### src/rtl/position_counter_pkg.sv
// Constants and carrier types for the dual quadrature position counter
// Overview of operation
// Two independent 20-bit up/down counters accumulate transducer increments.
// Subaddresses 0,2 select channel 0; subaddresses 1,3 select channel 1.
// Phase discriminator on two quadrature inputs chooses count up or down.
// Static setting selects 1, 2 or 4 counts per quadrature period.
// Transfer copies live count into buffer without disturbing counting.
// Transfer captures both channels into their buffers at the same moment.
// Each transfer sets the affected channel's transfer flag.
// External transfer input acts on its falling edge like the dataway command.
// F28 at A0/A1 copies counter to buffer and sets transfer flag.
// F0 at A0/A1 drives buffer onto R1-R20 with Q.
// F16 at A0/A1 loads counter from W1-W20 with Q.
// Overrange flag sets when counter steps above maximum or below zero.
// Transfer and overrange flags are four individually maskable request sources.
// F17 A0 loads 4-bit enable from W1-W4 with Q.
// F8 A0/A1 gives Q when transfer flag set and enabled.
// F10 A0/A1 tests like F8 then clears the transfer flag.
// F8 A2/A3 gives Q when overrange flag set and enabled.
// F10 A2/A3 tests overrange then clears the overrange flag.
// Initialise Z clears flags, counters and the request enable register.
// Clear C zeroes both counters.
// Counter wraps modulo 2^20 while raising the overrange flag.
// Look-at-me asserts whenever any enabled flag is set.
package position_counter_pkg;
   localparam int          COUNT_WIDTH   = 20;
   localparam int          MASK_WIDTH    = 4;
   localparam logic [19:0] COUNT_RESET   = 20'h00000;
   localparam logic [19:0] COUNT_MAX     = 20'hfffff;
   localparam logic [3:0]  MASK_RESET    = 4'h0;
   // Enable mask bit positions
   localparam int          EN_XFER0      = 0;
   localparam int          EN_XFER1      = 1;
   localparam int          EN_OVR0       = 2;
   localparam int          EN_OVR1       = 3;
   // Function codes
   localparam logic [4:0]  FN_READ       = 5'h00;
   localparam logic [4:0]  FN_TEST       = 5'h08;
   localparam logic [4:0]  FN_TEST_CLEAR = 5'h0a;
   localparam logic [4:0]  FN_PRELOAD    = 5'h10;
   localparam logic [4:0]  FN_MASK       = 5'h11;
   localparam logic [4:0]  FN_TRANSFER   = 5'h1c;
   // Counts per period encodings
   localparam logic [1:0]  MULT_X1       = 2'h0;
   localparam logic [1:0]  MULT_X2       = 2'h1;
   localparam logic [1:0]  MULT_X4       = 2'h2;

   typedef struct packed {
      logic        strobe;
      logic [4:0]  func;
      logic [3:0]  subaddr;
      logic [19:0] wdata;
   } dataway_cmd_t;

   typedef struct packed {
      logic        q;
      logic        x;
      logic [19:0] rdata;
   } dataway_resp_t;
endpackage : position_counter_pkg

### src/rtl/dual_quadrature_position_counter.sv
// Dual 20-bit quadrature position counter with dataway command decode
`timescale 1ns/1ns
module dual_quadrature_position_counter (
   input  wire logic                               clock,
   input  wire logic                               reset_n,
   input  wire position_counter_pkg::dataway_cmd_t cmd,
   input  wire logic                               init_z,
   input  wire logic                               clear_c,
   input  wire logic [1:0]                         counts_per_period,
   input  wire logic [1:0]                         phase_a,
   input  wire logic [1:0]                         phase_b,
   input  wire logic [1:0]                         transfer_n,
   output      position_counter_pkg::dataway_resp_t resp,
   output      logic                               look_at_me
);

   // ----------------------------------------------------------
   // Pin synchronisers
   // ----------------------------------------------------------
   logic [1:0] a_s1, a_s2, a_s3, b_s1, b_s2, b_s3, t_s1, t_s2, t_s3;
   logic [1:0] a_st, b_st, t_st;

   always_ff @(posedge clock) begin
      if (!reset_n) begin
         {a_s1, a_s2, a_s3} <= '0;
         {b_s1, b_s2, b_s3} <= '0;
         {t_s1, t_s2, t_s3} <= 6'h3f;
      end else begin
         a_s1 <= phase_a;
         a_s2 <= a_s1;
         a_s3 <= a_s2;
         b_s1 <= phase_b;
         b_s2 <= b_s1;
         b_s3 <= b_s2;
         t_s1 <= transfer_n;
         t_s2 <= t_s1;
         t_s3 <= t_s2;
      end
   end

   // Accepted levels move only when stages two and three agree
   always_ff @(posedge clock) begin
      if (!reset_n) begin
         a_st <= '0;
         b_st <= '0;
         t_st <= 2'h3;
      end else begin
         for (int i = 0; i < 2; i++) begin
            if (a_s2[i] == a_s3[i]) a_st[i] <= a_s3[i];
            if (b_s2[i] == b_s3[i]) b_st[i] <= b_s3[i];
            if (t_s2[i] == t_s3[i]) t_st[i] <= t_s3[i];
         end
      end
   end

   // ----------------------------------------------------------
   // Phase discriminator
   // ----------------------------------------------------------
   logic [1:0] a_prev, b_prev, t_prev;
   logic [1:0] step_en, step_up;

   always_ff @(posedge clock) begin
      if (!reset_n) begin
         a_prev <= '0;
         b_prev <= '0;
         t_prev <= 2'h3;
      end else begin
         a_prev <= a_st;
         b_prev <= b_st;
         t_prev <= t_st;
      end
   end

   // ----------------------------------------------------------
   // Edge and direction decode
   // ----------------------------------------------------------
   logic [1:0] a_edge;
   logic [1:0] b_edge;
   logic [1:0] t_fall;

   assign a_edge  = a_st ^ a_prev;
   assign b_edge  = b_st ^ b_prev;
   // Forward when the new B level differs from the previous A level
   assign step_up = a_prev ^ b_st;
   // Transfer pins act on the falling edge only
   assign t_fall  = t_prev & ~t_st;

   // Both phases moving in one cycle is a lost step; dropped rather than guessed
   always_comb begin
      for (int i = 0; i < 2; i++) begin
         unique case (counts_per_period)
            position_counter_pkg::MULT_X1: begin
               step_en[i] = a_edge[i] && a_st[i] && !b_edge[i];
            end
            position_counter_pkg::MULT_X2: begin
               step_en[i] = a_edge[i] && !b_edge[i];
            end
            position_counter_pkg::MULT_X4: begin
               step_en[i] = a_edge[i] ^ b_edge[i];
            end
            default: begin
               step_en[i] = 1'b0;
            end
         endcase
      end
   end

   // ----------------------------------------------------------
   // Dataway command decode
   // ----------------------------------------------------------
   // Strobe carries this function at or below the highest legal subaddress
   function automatic logic fn_hit(
      input position_counter_pkg::dataway_cmd_t c,
      input logic [4:0]                         code,
      input logic [3:0]                         top_sub
   );
      return c.strobe && (c.func == code) && (c.subaddr <= top_sub);
   endfunction : fn_hit

   // Subaddress bit 0 names the channel
   function automatic logic chan_is(
      input logic s,
      input int   i
   );
      return s == 1'(i);
   endfunction : chan_is

   logic cmd_read;
   logic cmd_preload;
   logic cmd_transfer;
   logic cmd_mask;
   logic cmd_test;
   logic cmd_test_clear;
   logic sel;
   logic flag_bank;

   assign cmd_read       = fn_hit(cmd, position_counter_pkg::FN_READ, 4'h1);
   assign cmd_preload    = fn_hit(cmd, position_counter_pkg::FN_PRELOAD, 4'h1);
   assign cmd_transfer   = fn_hit(cmd, position_counter_pkg::FN_TRANSFER, 4'h1);
   assign cmd_mask       = fn_hit(cmd, position_counter_pkg::FN_MASK, 4'h0);
   assign cmd_test       = fn_hit(cmd, position_counter_pkg::FN_TEST, 4'h3);
   assign cmd_test_clear = fn_hit(cmd, position_counter_pkg::FN_TEST_CLEAR, 4'h3);
   // Bit 0 picks the channel, bit 1 the overrange flag bank
   assign sel            = cmd.subaddr[0];
   assign flag_bank      = cmd.subaddr[1];

   // ----------------------------------------------------------
   // Per-channel control
   // ----------------------------------------------------------
   logic [1:0][19:0] count;
   logic [1:0][19:0] snapshot;
   logic [3:0]       request_enable_mask;
   logic [1:0]       preload_hit;
   logic [1:0]       step_go;
   logic [1:0]       wrap;
   logic [1:0]       xfer_set;
   logic [1:0]       clear_xfer;
   logic [1:0]       clear_ovr;
   logic [1:0]       xfer_flag;
   logic [1:0]       ovr_flag;

   always_comb begin
      for (int i = 0; i < 2; i++) begin
         preload_hit[i] = cmd_preload && chan_is(sel, i);
         // Load and clear own the cycle; a step arriving then is lost
         step_go[i]     = step_en[i] && !preload_hit[i] && !clear_c;
         wrap[i]        = step_go[i] && (step_up[i] ? (count[i] == position_counter_pkg::COUNT_MAX) :
                                                      (count[i] == position_counter_pkg::COUNT_RESET));
         // Pin or command refreshes both buffers but flags only its own channel
         xfer_set[i]    = t_fall[i] || (cmd_transfer && chan_is(sel, i));
         clear_xfer[i]  = cmd_test_clear && !flag_bank && chan_is(sel, i);
         clear_ovr[i]   = cmd_test_clear && flag_bank && chan_is(sel, i);
      end
   end

   // ----------------------------------------------------------
   // Counters
   // ----------------------------------------------------------
   always_ff @(posedge clock) begin
      if (!reset_n || init_z || clear_c) begin
         count <= {2{position_counter_pkg::COUNT_RESET}};
      end else begin
         for (int i = 0; i < 2; i++) begin
            if (preload_hit[i]) begin
               count[i] <= cmd.wdata;
            end else if (step_go[i]) begin
               // Plain 20-bit arithmetic wraps at both ends
               count[i] <= step_up[i] ? count[i] + 20'h00001 : count[i] - 20'h00001;
            end
         end
      end
   end

   // ----------------------------------------------------------
   // Snapshot buffers
   // ----------------------------------------------------------
   // Counters keep running; the buffers only sample them
   always_ff @(posedge clock) begin
      if (!reset_n) begin
         snapshot <= {2{position_counter_pkg::COUNT_RESET}};
      end else if (|xfer_set) begin
         snapshot <= count;
      end
   end

   // ----------------------------------------------------------
   // Flags and request enables
   // ----------------------------------------------------------
   // A new event beats a clear in the same cycle so no reading is lost
   always_ff @(posedge clock) begin
      if (!reset_n || init_z) begin
         xfer_flag <= '0;
         ovr_flag  <= '0;
      end else begin
         for (int i = 0; i < 2; i++) begin
            if (xfer_set[i]) begin
               xfer_flag[i] <= 1'b1;
            end else if (clear_xfer[i]) begin
               xfer_flag[i] <= 1'b0;
            end
            if (wrap[i]) begin
               ovr_flag[i] <= 1'b1;
            end else if (clear_ovr[i]) begin
               ovr_flag[i] <= 1'b0;
            end
         end
      end
   end

   always_ff @(posedge clock) begin
      if (!reset_n || init_z) begin
         request_enable_mask <= position_counter_pkg::MASK_RESET;
      end else if (cmd_mask) begin
         request_enable_mask <= cmd.wdata[3:0];
      end
   end

   // ----------------------------------------------------------
   // Look-at-me and Q test
   // ----------------------------------------------------------
   logic [3:0]  pending;
   logic        pending_any;
   logic        test_q;
   logic [19:0] read_word;

   // Bit order follows the enable register: xfer0, xfer1, ovr0, ovr1
   assign pending     = {ovr_flag[1], ovr_flag[0], xfer_flag[1], xfer_flag[0]} & request_enable_mask;
   assign pending_any = |pending;
   assign test_q      = flag_bank ?
                        pending[position_counter_pkg::EN_OVR0 + sel] :
                        pending[position_counter_pkg::EN_XFER0 + sel];
   assign read_word   = snapshot[sel];

   always_ff @(posedge clock) begin
      if (!reset_n) begin
         look_at_me <= 1'b0;
      end else begin
         look_at_me <= pending_any;
      end
   end

   // ----------------------------------------------------------
   // Dataway response
   // ----------------------------------------------------------
   // Q and data stand for the one cycle after the strobe is taken
   always_ff @(posedge clock) begin
      if (!reset_n) begin
         resp <= '0;
      end else begin
         resp <= '0;
         if (cmd_read) begin
            resp.q     <= 1'b1;
            resp.x     <= 1'b1;
            resp.rdata <= read_word;
         end
         if (cmd_preload || cmd_mask || cmd_transfer) begin
            resp.q <= 1'b1;
            resp.x <= 1'b1;
         end
         if (cmd_test || cmd_test_clear) begin
            resp.q <= test_q;
            resp.x <= 1'b1;
         end
      end
   end

   // ----------------------------------------------------------
   // Assertions
   // ----------------------------------------------------------
   property p_lam_follows;
      @(posedge clock) disable iff (!reset_n) $past(reset_n) |-> (look_at_me == $past(pending_any));
   endproperty
   a_lam_follows: assert property (p_lam_follows)
      else $error("look-at-me does not follow the enabled flags");
   property p_ovr_on_wrap;
      @(posedge clock) disable iff (!reset_n) (wrap != 2'h0) && !init_z |=> ((ovr_flag & $past(wrap)) == $past(wrap));
   endproperty
   a_ovr_on_wrap: assert property (p_ovr_on_wrap)
      else $error("overrange flag not set on wrap");
   property p_wrap_up_zero;
      @(posedge clock) disable iff (!reset_n) wrap[0] && step_up[0] |=> (count[0] == position_counter_pkg::COUNT_RESET);
   endproperty
   a_wrap_up_zero: assert property (p_wrap_up_zero)
      else $error("channel 0 did not wrap to zero");
   property p_wrap_down_max;
      @(posedge clock) disable iff (!reset_n) wrap[1] && !step_up[1] && !init_z |=> (count[1] == position_counter_pkg::COUNT_MAX);
   endproperty
   a_wrap_down_max: assert property (p_wrap_down_max)
      else $error("channel 1 did not wrap to full scale");
   property p_snapshot_capture;
      @(posedge clock) disable iff (!reset_n) (xfer_set != 2'h0) |=> (snapshot == $past(count));
   endproperty
   a_snapshot_capture: assert property (p_snapshot_capture)
      else $error("buffers do not hold the counts of the transfer cycle");
   property p_read_answer;
      @(posedge clock) disable iff (!reset_n) cmd_read |=> resp.q && resp.x && (resp.rdata == $past(read_word));
   endproperty
   a_read_answer: assert property (p_read_answer)
      else $error("read answer wrong");
   property p_init_clears;
      @(posedge clock) disable iff (!reset_n) init_z |=> (count == {2{position_counter_pkg::COUNT_RESET}}) &&
         (xfer_flag == 2'h0) && (ovr_flag == 2'h0) && (request_enable_mask == position_counter_pkg::MASK_RESET);
   endproperty
   a_init_clears: assert property (p_init_clears)
      else $error("initialise left state behind");
   property p_clear_zeroes;
      @(posedge clock) disable iff (!reset_n) clear_c |=> (count == {2{position_counter_pkg::COUNT_RESET}});
   endproperty
   a_clear_zeroes: assert property (p_clear_zeroes)
      else $error("clear left a counter nonzero");
endmodule : dual_quadrature_position_counter

### config.mk
export PLATFORM = sky130hd
export DESIGN_NAME = dual_quadrature_position_counter
export DESIGN_NICKNAME = d
export VERILOG_FILES = /design/src/rtl/position_counter_pkg.sv /design/src/rtl/dual_quadrature_position_counter.sv
export SDC_FILE = /design/constraint.sdc
export NUM_CORES = 1
export LEC_CHECK = 0
export BUFFER_PORTS_ARGS = -buffer_cell sky130_fd_sc_hd__buf_2
export CORE_MARGIN = 1
export CORE_UTILIZATION = 31
export DETAILED_ROUTE_END_ITERATION = 8
export GPL_TIMING_DRIVEN = 0
export PLACE_DENSITY_LB_ADDON = 0.05
export SLEW_MARGIN = 20
export SYNTH_ARGS = -nofsm -noshare
export SYNTH_HDL_FRONTEND = slang
export SYNTH_SLANG_ARGS = --single-unit
### constraint.sdc
create_clock -name clock -period 2.77 [get_ports clock]
set_input_delay 0.4155 -clock clock [delete_from_list [all_inputs] [get_ports clock]]
set_output_delay 0.4155 -clock clock [all_outputs]
set_load 0.1 [all_outputs]
After elaboration in Yosys (flattened, before gate mapping) --
Cells that the tools add are included.
Operators by class: add/sub/neg operators 5, magnitude comparators 6, equality and inequality tests 15, multiplexer cells 28, bitwise operators 9, reductions and logical operators 61
Operator list (count):
- 2-to-1 mux 20 bit | 8
- adder 20 x 1 -> 20 bit, second input constant | 2
- equality test 20 bit, second input constant | 2
- zero test 20 bit | 2
- subtractor 20 x 1 -> 20 bit, second input constant | 2
- logical AND 1 bit | 34
- 2-to-1 mux 22 bit | 1
- equality test 5 bit, second input constant | 3
- 2-to-1 mux 1 bit | 14
- nonzero test 2 bit | 6
- equality test 5 x 4 -> 1 bit, second input constant | 2
- <= comparator 4 x 1 -> 1 bit, second input constant | 2
- zero test 1 bit | 7
- logical OR 1 bit | 7
- equality test 1 bit | 6
- one-hot mux 1 bit (3 select lines) | 2
- bitwise XOR 2 bit | 3
- zero test 5 bit | 1
- bitwise AND 4 bit | 1
- <= comparator 4 x 2 -> 1 bit, second input constant | 1
- 2-to-1 mux 2 bit | 2
- OR reduction 4 bit | 1
- adder 2 x 1 -> 3 bit, first input constant | 1
- less-than comparator 1 x 3 -> 1 bit, second input constant | 1
- other kinds (12) | 13
Word-level totals: flip-flop bits (word level) 141, input port bits 42, output and inout port bits 23

Depth between registers and ports, before layout --
Gate-level depths: netlist of run 1.
depth in word-level cells 9, gate-level depth with buffers 14, mapped depth without buffers 10

Worst setup path before layout of run 1 --
No wires, ideal clock.
path type reg-to-reg, from register b_st[1], to register count[36] (netlist bit), setup time 133 ps, data arrival time 2802 ps, slack -165 ps, cell stages (with the launch flop) 15, path buffers 4, cells stage by stage dfxtp_1 buf_2 xor2_1 buf_2 buf_2 buf_2 xnor2_1 ha_1 and3_1 nor3b_1 nor2_1 or3_1 a21oi_1 xnor2_1 a21oi_1
Between the ends: cells in the longest elaborated chain, start to end 7, elaborated cells on any way between the ends 13, classes of those cells mux (4); bitwise (3); reduce/logical (6)
Ends and longest elaborated chain:
- start, declared | RTL line dual_quadrature_position_counter.sv:21 | logic [1:0] a_st, b_st, t_st;
- start signal, assigned by index | RTL line dual_quadrature_position_counter.sv:50 | if (b_s2[i] == b_s3[i]) b_st[i] <= b_s3[i];
- bitwise XOR 2 bit | RTL line dual_quadrature_position_counter.sv:82 | assign b_edge = b_st ^ b_prev;
- zero test 1 bit | RTL line dual_quadrature_position_counter.sv:93, dual_quadrature_position_counter.sv:96
- logical AND 1 bit (on tied branches) | RTL line dual_quadrature_position_counter.sv:96, dual_quadrature_position_counter.sv:93
- one-hot mux 1 bit (3 select lines) | RTL line dual_quadrature_position_counter.sv:91 | unique case (counts_per_period)
- logical AND 1 bit (2 in a row) | RTL line dual_quadrature_position_counter.sv:166 | step_go[i] = step_en[i] && !preload_hit[i] && !clear_c;
- nonzero test 2 bit (no line)
- end signal, assigned | RTL line dual_quadrature_position_counter.sv:181 | count <= {2{position_counter_pkg::COUNT_RESET}};
- end signal, assigned by index | RTL line dual_quadrature_position_counter.sv:185 | count[i] <= cmd.wdata;
- end signal, assigned by index | RTL line dual_quadrature_position_counter.sv:188 | count[i] <= step_up[i] ? count[i] + 20'h00001 : count[i] - 20'h00001;
- end, declared | RTL line dual_quadrature_position_counter.sv:150 | logic [1:0][19:0] count;
Parallel ways exist; a longest one is shown, timed or not. The select of a mux whose other input is x is not followed. A chain may end at the register's enable or synchronous reset.

Worst setup path after layout of run 1 --
from register a_prev[0], to register count[5] (netlist bit)
Between the ends: cells in the longest elaborated chain, start to end 7, elaborated cells on any way between the ends 13, classes of those cells mux (4); bitwise (3); reduce/logical (6)
Ends and longest elaborated chain:
- start, declared | RTL line dual_quadrature_position_counter.sv:59 | logic [1:0] a_prev, b_prev, t_prev;
- start signal, assigned | RTL line dual_quadrature_position_counter.sv:68 | a_prev <= a_st;
- bitwise XOR 2 bit | RTL line dual_quadrature_position_counter.sv:81 | assign a_edge = a_st ^ a_prev;
- logical AND 1 bit (2 in a row) | RTL line dual_quadrature_position_counter.sv:93 | step_en[i] = a_edge[i] && a_st[i] && !b_edge[i];
- one-hot mux 1 bit (3 select lines) | RTL line dual_quadrature_position_counter.sv:91
- logical AND 1 bit (2 in a row) | RTL line dual_quadrature_position_counter.sv:166
- nonzero test 2 bit (no line)
Parallel ways exist; a longest one is shown, timed or not. The select of a mux whose other input is x is not followed.

==> results of run 1 <==
-- per-layer routing --
layer | wire (um) | part of all wire (%) | track usage, % | vias to the layer above
met5 | 0 | 0 | 0 | -
met4 | 462 | 1.9 | 7.10 | 0
met3 | 1090 | 4.4 | 4.00 | 23
met2 | 11200 | 45 | 34.0 | 200
met1 | 11900 | 48 | 29.3 | 3159
li1 | - | - | - | 3409
-- sequential cells by signal (all words and copies together) (netlist names) --
name                 flops
a_s3                     2
ovr_flag                 2
xfer_flag                2
resp                    22
t_s1                     2
t_s2                     2
a_st                     2
request_enable_mask      4
b_s2                     2
t_prev                   2
b_prev                   2
a_s2                     2
a_prev                   2
b_st                     2
t_st                     2
snapshot                40
t_s3                     2
b_s1                     2
count                   40
look_at_me               1
a_s1                     2
b_s3                     2
-- kinds of logic after synthesis --
| kind of cell | after synthesis | synth area share [%] |
|---|---|---|
| simple gates | 413 | 28.1 |
| compound gates | 195 | 16.3 |
| xor+xnor | 43 | 5.27 |
| flops | 141 | 39.5 |
| mux | 30 | 4.39 |
| buf+inv | 87 | 5.76 |
| fa+ha+maj | 4 | 0.700 |
-- area by class of cell --
cell class / count / area [um2]
inverters: 9 / 33.8
multi-input cells: 685 / 4090
flip-flops and latches: 141 / 2830
plain buffers: 75 / 408
repair buffers: 78 / 428
clock inverters: 12 / 114
clock buffers: 20 / 447
fillers: 2425 / 13900
well taps: 285 / 357
-- stage by stage --
stage	hold WS, ns	instances	area (um2)	utilization [%]
2_1_floorplan	0.386	913	7160	-
3_3_place_gp	0.389	1261	7840	34.6
3_5_place_dp	0.395	1261	7840	34.6
4_1_cts	0.156	1300	8560	37.8
5_1_grt	0.155	1305	8700	38.4
6_report	0.172	1305	8700	38.4
-- worst paths after layout --
kind | from | to | slack [ns] | cells past startpoint
worst max-delay path | a_prev[0]$_SDFF_PN0_ | count[5]$_SDFFE_PP0P_ | 0.17 | 9
worst min-delay path | transfer_n[1] | t_s1[1]$_SDFF_PN1_ | 0.17 | 2
worst max register to register | a_prev[0]$_SDFF_PN0_ | count[5]$_SDFFE_PP0P_ | 0.17 | 9
worst min register to register | t_s1[1]$_SDFF_PN1_ | t_s2[1]$_SDFF_PN1_ | 0.40 | 1
-- critical path, stage by stage (launching register included) --
cell,delay (ns)
dfxtp_2,0.40
inv_1,0.06
ha_1,0.29
nand2b_1,0.15
a211o_1,0.28
a31oi_2,0.54
buf_6,0.25
nand2_1,0.08
xor2_1,0.18
a211oi_1,0.28
-- where the power goes --
part	internal, mW	switching (mW)	total, mW
clock network	1.27	0.954	2.22
registers	2.04	0.00614	2.05
logic	0.0831	0.144	0.227
total	3.39	1.10	4.50
-- cells in the mapped netlist (3+ instances only) --
master      n  area [um2]
nand4b_1    3        26.3
buf_6       5        56.3
o21ai_0    29         145
nand2_1   130         488
nand4_1    13        81.3
nor3b_1     6        45.0
or3_1      13        81.3
a41oi_1     4        35.0
nand3b_1    4        30.0
a311oi_1    5        43.8
inv_1       7        26.3
and2_1     18         113
a31oi_1     6        37.5
o22ai_1     4        25.0
nor3_1     26         130
nand3_1    33         165
nor2b_1     5        31.3
nor4_1     21         131
dfxtp_1   141        2820
or4_1       8        60.1
buf_1       5        18.8
and3_1     12        75.1
ha_1        4        50.1
o21ai_1    18        90.1
a21oi_1    85         425
o31ai_1     6        45.0
xor2_1     19         166
nand2b_1   14        87.6
a211oi_1   16         120
nor2_1     96         360
buf_2      10        50.1
xnor2_1    24         210
mux2i_1    28         280
clkbuf_1   52         195
-- what timing repair did --
item	4_1_cts	5_1_grt
setup buffers	8	7
pin swaps	10	12
gates cloned	0	0
gates resized for setup	27	28
setup endpoints to repair	18	17
-- cell usage in the layout, fill, tap and decap left out, types with 20 or more instances in the layout --
cell / Yosys / routed
nand2_1: 130 / 130
xnor2_1: 24 / 23
nor2_1: 96 / 91
nor3_1: 26 / 23
nor4_1: 21 / 20
dfxtp_1: 141 / 139
mux2i_1: 28 / 28
o21ai_0: 29 / 28
buf_2: 10 / 67
nand3_1: 33 / 32
clkbuf_1: 52 / 51
a21oi_1: 85 / 82
==> impl_metrics.csv, run 1 <==
group,metric,value,unit
outcome,status,"completed",
sta,setup_slack,0.167,ns
worst_setup_path,cp_max_fo,10,
floorplan,io_pins,65,
clock_network,numCtsBuffers,17,
route,drt_iter0_drc,418,
global_routing,grt_max_degree,20,
clock_network,clkSinkCount,141,
worst_setup_path,start_kind,"register",
floorplan,die_width,154,um
route,via_count,6791,
placement,portBuffers,63,
clock_network,holdBufCountCts,0,
cells_and_area,drive_above_1_share,16.8,%
sta,finalMaxSlewViolations,0,
synth,synth.net_count,959,
synth,yosysSeqAreaShare,39.5,%
placement,place_ws,-0.713,ns
worst_hold_path,holdCritPathClass,"in -> reg",
clock_network,cts_max_level,4,
route,drc_errors,0,
synth,syn_inst,913,
synth,yosysUniqueCellTypes,68,
clock_network,clockBufferDepth,2,
sta,post-route-min-period,2.60,ns
cells_and_area,nets,1053,
global_routing,grt_pass1_vias,6424,
cells_and_area,area_delta_synth_final,21.6,%
synth,synth-async-reset-ratio,0,%
synth,syn-mean-instance-area,7.83,um2
floorplan,initial_core_util,31.6,%
sta,clock.fmax,0.384,GHz
sta,setup_violations,0,
route,vias_per_cell,5.20,
synth,yosys_warnings,0,
clock_network,clk_pin_slew,0.06,ns
clock_network,cts_tree,"built",
sta,worstMarginPinSlew,0.912,ns
route,wl,24600,um
clock_network,cts_root_buffer,"clkbuf_16",
global_routing,grt_antenna_before_repair,1,
sta,rsz0062_at_grt,"false",
route,firstDrtPassIters,5,
route,antenna_left,0,
sta,maxSlewHeadroom,38.7,%
sta,hold_viol,0,
global_routing,overflow,0,
worst_setup_path,cp.arrival,2.92,ns
synth,synth_top_flop_cell,"dfxtp_1",
power,peakVddDrop,358,uV
floorplan,core_area,0.0226,mm2
floorplan,fp-row-count,55,
power,p_total,4.50,mW
worst_setup_path,endpoint_kind,"register",
worst_setup_path,critical_path_class,"reg -> reg",
sta,clock_skew,0.0114,ns
global_routing,gr-usage-all-layers,21.5,%
global_routing,grt_pass1_wl,38300,um
power,p_leak,3.20,nW
flow_run,cap_viol_max_count,0,
placement,dp_hpwl,18400,um
synth,synth_edf_count,0,
synth,ys_ff_latch,141,
floorplan,die_h,154,um
sta,finalCritPeriodShare,94.0,%
sta,fin_setup_tns,0,ns
placement,gp_congestion,0.845,
cells_and_area,n_antenna_cell,0,
power,cellPowerDensity,517,mW/mm2
floorplan,dieArea,0.0237,mm2
synth,netlist_area,0.00715,mm2
clock_network,clock_latency,0.43,ns
route,post_drt_wl_per_cell,18.9,um
worst_setup_path,required,3.09,ns
No activity file was read; power rests on OpenSTA's default activity.
==> inputs of run 2 (changes only) <==
CELL_PAD_IN_SITES_DETAIL_PLACEMENT = 1   (was not set)
CELL_PAD_IN_SITES_GLOBAL_PLACEMENT = 2   (was not set)
GPL_TIMING_DRIVEN = not set   (was 0)
==> run 2 against run 1 <==
  * Sequential share of layout area grew 1.5 points
  * First-iteration DRC count shrank 30%
  * Core utilization shrank 1.8 points
  * Maximum frequency grew 3.3%
  * Global-route usage grew 0.70 points
  * Via count shrank 0.81%
  * Combinational power shrank 3%
  * Hold slack lost 0.011 ns
  * Design area shrank 4.6%
  * Final cell count shrank 4.4%
  * Clock power is essentially flat
  * Non-clock buffer count shrank 59
==> impl_metrics.csv, run 2 (same netlist as run 1, synthesis figures left out) <==
group,metric,value,unit
sta,clock.fmax,0.397,GHz
sta,rsz0062_at_grt,"true",
worst_setup_path,cp_slowest_stage_delay,0.52,ns
sta,setup_violations,0,
worst_setup_path,slowest_stage,"dfxtp_1",
floorplan,initial_core_util,31.6,%
worst_hold_path,holdCritPathClass,"in -> reg",
floorplan,dieArea,0.0237,mm2
sta,hold_viol,0,
cells_and_area,nets,994,
flow_run,cap_viol_max_count,0,
placement,portBuffers,64,
global_routing,grt_antenna_before_repair,0,
route,vias_per_cell,5.40,
route,drt_iter0_drc,293,
clock_network,cts_setup_buffers,0,
clock_network,cts_tree,"built",
power,p_leak,3.07,nW
route,wl,25300,um
route,firstDrtPassIters,5,
global_routing,grt_util_met1,29.9,%
sta,maxSlewHeadroom,53.7,%
clock_network,numCtsBuffers,17,
clock_network,clock_latency,0.43,ns
clock_network,cts-resized-gates,0,
power,cellPowerDensity,539,mW/mm2
clock_network,cts_root_buffer,"clkbuf_16",
clock_network,holdBufCountCts,0,
global_routing,use_met3,3.07,%
sta,finalCritPeriodShare,91.0,%
floorplan,fp-row-count,55,
outcome,status,"completed",
floorplan,die_h,154,um
cells_and_area,final_common_cell,"dfxtp_1",
sta,clock_skew,0.0106,ns
global_routing,use_met2,37.3,%
floorplan,die_width,154,um
route,drc_errors,0,
sta,finalMaxSlewViolations,0,
global_routing,overflow,0,
cells_and_area,area_delta_synth_final,16.1,%
global_routing,grt_busiest_layer,"met2",
clock_network,clockBufferDepth,2,
route,via_count,6736,
global_routing,grt_max_degree,41,
worst_setup_path,start_kind,"register",
worst_setup_path,critical_path_class,"reg -> reg",
placement,dpl_cell_area,0.00774,mm2
clock_network,cts_max_level,4,
placement,dp_hpwl,18300,um
worst_setup_path,endpoint_kind,"register",
clock_network,clkSinkCount,141,
worst_setup_path,cp.arrival,2.82,ns
global_routing,grt_pass1_wl,40500,um
worst_setup_path,required,3.07,ns
cells_and_area,top_regs,"count x40, snapshot x40, resp x22",
cells_and_area,drive_above_1_share,15.2,%
clock_network,clk_pin_slew,0.07,ns
floorplan,io_pins,65,
sta,post-route-min-period,2.52,ns
placement,gp_congestion,0.875,
cells_and_area,final_cell_area,0.00830,mm2
cells_and_area,stdcell_count,1247,
global_routing,gr-usage-all-layers,22.2,%
worst_setup_path,cp_max_fo,29,
floorplan,core_area,0.0226,mm2
route,antenna_left,0,
cells_and_area,layout_common_cells,"dfxtp_1 (141), nand2_1 (130), nor2_1 (96), a21oi_1 (85), buf_2 (64)",
sta,worstMarginPinSlew,0.688,ns
worst_setup_path,worstPathCellList,"xor2_2 -> buf_4 -> nor3_1 -> o31ai_1 -> or4_1 -> o21ai_1 -> a2111oi_1 -> nor2_1",
placement,place.detailed.instances,1214,
route,post_drt_wl_per_cell,20.3,um
power,peakVddDrop,319,uV
global_routing,grt_pass1_vias,6905,
[run 2: worst paths after layout]
kind | start | end | slack (ns) | cells after the start
max reg2reg | b_st[0]$_SDFFE_PN0N_ | count[19]$_SDFFE_PP0P_ | 0.25 | 8
min reg2reg | t_s1[1]$_SDFF_PN1_ | t_s2[1]$_SDFF_PN1_ | 0.41 | 1
min | transfer_n[0] | t_s1[0]$_SDFF_PN1_ | 0.16 | 2
max | b_st[0]$_SDFFE_PN0N_ | count[19]$_SDFFE_PP0P_ | 0.25 | 8
[run 2: critical path, delay by kind of cell (launching register included)]
kind	cells	cell delay (ns)
xor+xnor	1	0.20
buf+inv	1	0.33
compound gates	3	0.93
flops	1	0.52
simple gates	3	0.41
[run 2: report_power, final]
part           total, mW  internal [mW]  switching (mW)
clock network       2.20           1.18            1.03
registers           2.05           2.04         0.00927
logic              0.220         0.0816           0.138
[run 2: per-stage QoR]
step	hold slack [ns]	setup WS, ns	util, %	power [mW]	TNS (ns)
after global routing	0.161	-0.00622	36.7	4.64	-0.00622
final	0.161	0.249	36.7	4.47	0
after floorplan	0.386	0.00463	-	2.21	0
after CTS	0.143	0.144	36.6	4.55	0
after global placement	0.387	0.296	34.2	2.31	0
after detailed placement	0.398	0.170	34.2	2.32	0
[run 2: layout make-up]
cell class                      instances  area [um2]
Clock inverter                         15         125
Tap cell                              285         357
Clock buffer                           17         425
Fill cell                            2755       14300
Sequential cell                       141        2820
Inverter                                9        33.8
Multi-Input combinational cell        685        3950
Antenna cell                            1        2.50
Timing Repair Buffer                   94         583
[run 2: layer usage]
layer	up-vias	part of all wire (%)
met5	-	0
met4	0	0.88
met3	17	2.5
met2	84	49
met1	3357	48
li1	3278	-
==> inputs of run 3 (changes only) <==
CORE_ASPECT_RATIO = 0.8   (was not set)
==> run 3 against run 2 <==
  * Hold slack worse by 0.012 ns
  * Clock skew is 0.0045 ns higher
  * Register-to-register slack worse by 0.08 ns
  * Total power is 3.2% higher
  * Combinational power hardly changed
  * Critical path depth stayed put
  * Critical path type unchanged
  * Highest routed layer unchanged
==> impl_metrics.csv, run 3 (same netlist as run 1, synthesis figures left out) <==
group,metric,value,unit
power,cellPowerDensity,553,mW/mm2
sta,worstMarginPinSlew,0.691,ns
cells_and_area,final_cell_area,0.00835,mm2
cells_and_area,drive_above_1_share,15.2,%
route,drt_iter0_drc,437,
route,post_drt_wl_per_cell,20.8,um
cells_and_area,final_core_util,37.0,%
global_routing,grt_antenna_before_repair,0,
sta,whs,0.149,ns
worst_setup_path,critical_path_class,"reg -> reg",
route,antenna_left,0,
worst_setup_path,cp_max_fo,29,
clock_network,cts_tree,"built",
sta,finalMaxSlewViolations,0,
worst_setup_path,start_kind,"register",
clock_network,clockBufferDepth,2,
route,wl,26300,um
clock_network,clock_latency,0.44,ns
worst_setup_path,required,3.09,ns
sta,clock.fmax,0.384,GHz
placement,place.detailed.instances,1236,
sta,finalCritPeriodShare,94.0,%
floorplan,core_area,0.0226,mm2
floorplan,die_width,172,um
cells_and_area,layout_common_cells,"dfxtp_1 (141), nand2_1 (130), nor2_1 (96), a21oi_1 (85), buf_2 (64)",
clock_network,cts_root_buffer,"clkbuf_16",
placement,dpl_cell_area,0.00775,mm2
sta,rsz0062_at_grt,"false",
placement,dp_hpwl,19400,um
sta,clock_skew,0.0151,ns
sta,post-route-min-period,2.60,ns
global_routing,overflow,0,
worst_setup_path,cp.arrival,2.93,ns
route,firstDrtPassIters,5,
global_routing,gr-usage-all-layers,23.4,%
worst_setup_path,endpoint_kind,"register",
clock_network,clk_pin_slew,0.07,ns
clock_network,cts_setup_buffers,0,
route,vias_per_cell,5.38,
sta,hold_viol,0,
floorplan,initial_core_util,31.7,%
placement,portBuffers,64,
global_routing,grt_pass1_wl,41000,um
cells_and_area,area_delta_synth_final,16.7,%
global_routing,grt_pass1_vias,6960,
clock_network,cts_max_level,4,
cells_and_area,fillers,2779,
sta,setup_violations,0,
placement,place_ws,0.181,ns
route,drc_errors,0,
clock_network,clkSinkCount,141,
clock_network,cts-resized-gates,0,
sta,maxSlewHeadroom,53.6,%
placement,gp_congestion,0.878,
floorplan,io_pins,65,
cells_and_area,final_common_cell,"dfxtp_1",
outcome,status,"completed",
sta,fin_setup_tns,0,ns
power,peakVddDrop,338,uV
cells_and_area,nets,995,
floorplan,die_h,138,um
clock_network,holdBufCountCts,0,
floorplan,dieArea,0.0237,mm2
route,via_count,6819,
cells_and_area,stdcell_count,1268,
sta,setup_slack,0.165,ns
cells_and_area,n_antenna_cell,0,
power,p_leak,3.08,nW
cells_and_area,top_regs,"count x40, snapshot x40, resp x22",
global_routing,grt_max_degree,41,
clock_network,numCtsBuffers,17,
worst_hold_path,holdCritPathClass,"in -> reg",
flow_run,cap_viol_max_count,0,
power,p_total,4.62,mW
floorplan,fp-row-count,49,
==> run 3: cell types whose count changed in the layout (fill, tap and decap cells not counted), sizes merged <==
| cell | delta |
|---|---|
| buf | +1 |
| clkinv | +1 |
| clkinvlp | +1 |
| diode | -1 |
| inv | -2 |
==> run 3: worst max-delay path: stages, from the launching register on <==
cell and delay [ns]:
dfxtp_1 0.48, xor2_2 0.21, buf_4 0.33, nor3_1 0.11
o31ai_1 0.63, or4_1 0.20, o21ai_1 0.06, a2111oi_0 0.37
nor2_1 0.08
==> run 3: area by class of cell <==
type / count / area (um2) / share of cell area, %
Multi-Input combinational cell: 685 / 3940 / 47.2
Sequential cell: 141 / 2820 / 33.8
Timing Repair Buffer: 95 / 566 / 6.77
Clock buffer: 17 / 425 / 5.10
Tap cell: 306 / 383 / 4.59
Clock inverter: 15 / 174 / 2.08
Inverter: 9 / 33.8 / 0.405
==> run 3: final timing paths <==
path / startpoint / to / slack [ns] / depth (start not counted)
setup reg to reg: b_st[0]$_SDFFE_PN0N_ / count[19]$_SDFFE_PP0P_ / 0.17 / 8
hold / removal: transfer_n[1] / t_s1[1]$_SDFF_PN1_ / 0.15 / 2
hold reg to reg: t_s1[0]$_SDFF_PN1_ / t_s2[0]$_SDFF_PN1_ / 0.41 / 1
setup / recovery: b_st[0]$_SDFFE_PN0N_ / count[19]$_SDFFE_PP0P_ / 0.17 / 8
==> run 3: per-layer routing <==
metal	global-route usage [%]	part of all wire, %	up-vias
met5	0	0	-
met4	5.90	1.1	0
met3	3.73	3.7	22
met2	36.1	44	151
met1	33.6	51	3361
li1	-	-	3285
==> run 3: power breakdown <==
part	switching (mW)	leakage [nW]	internal [mW]
Sequential	0.0107	1.14	2.04
Clock	1.13	0.280	1.22
Combinational	0.138	1.66	0.0796
Total	1.28	3.08	3.33
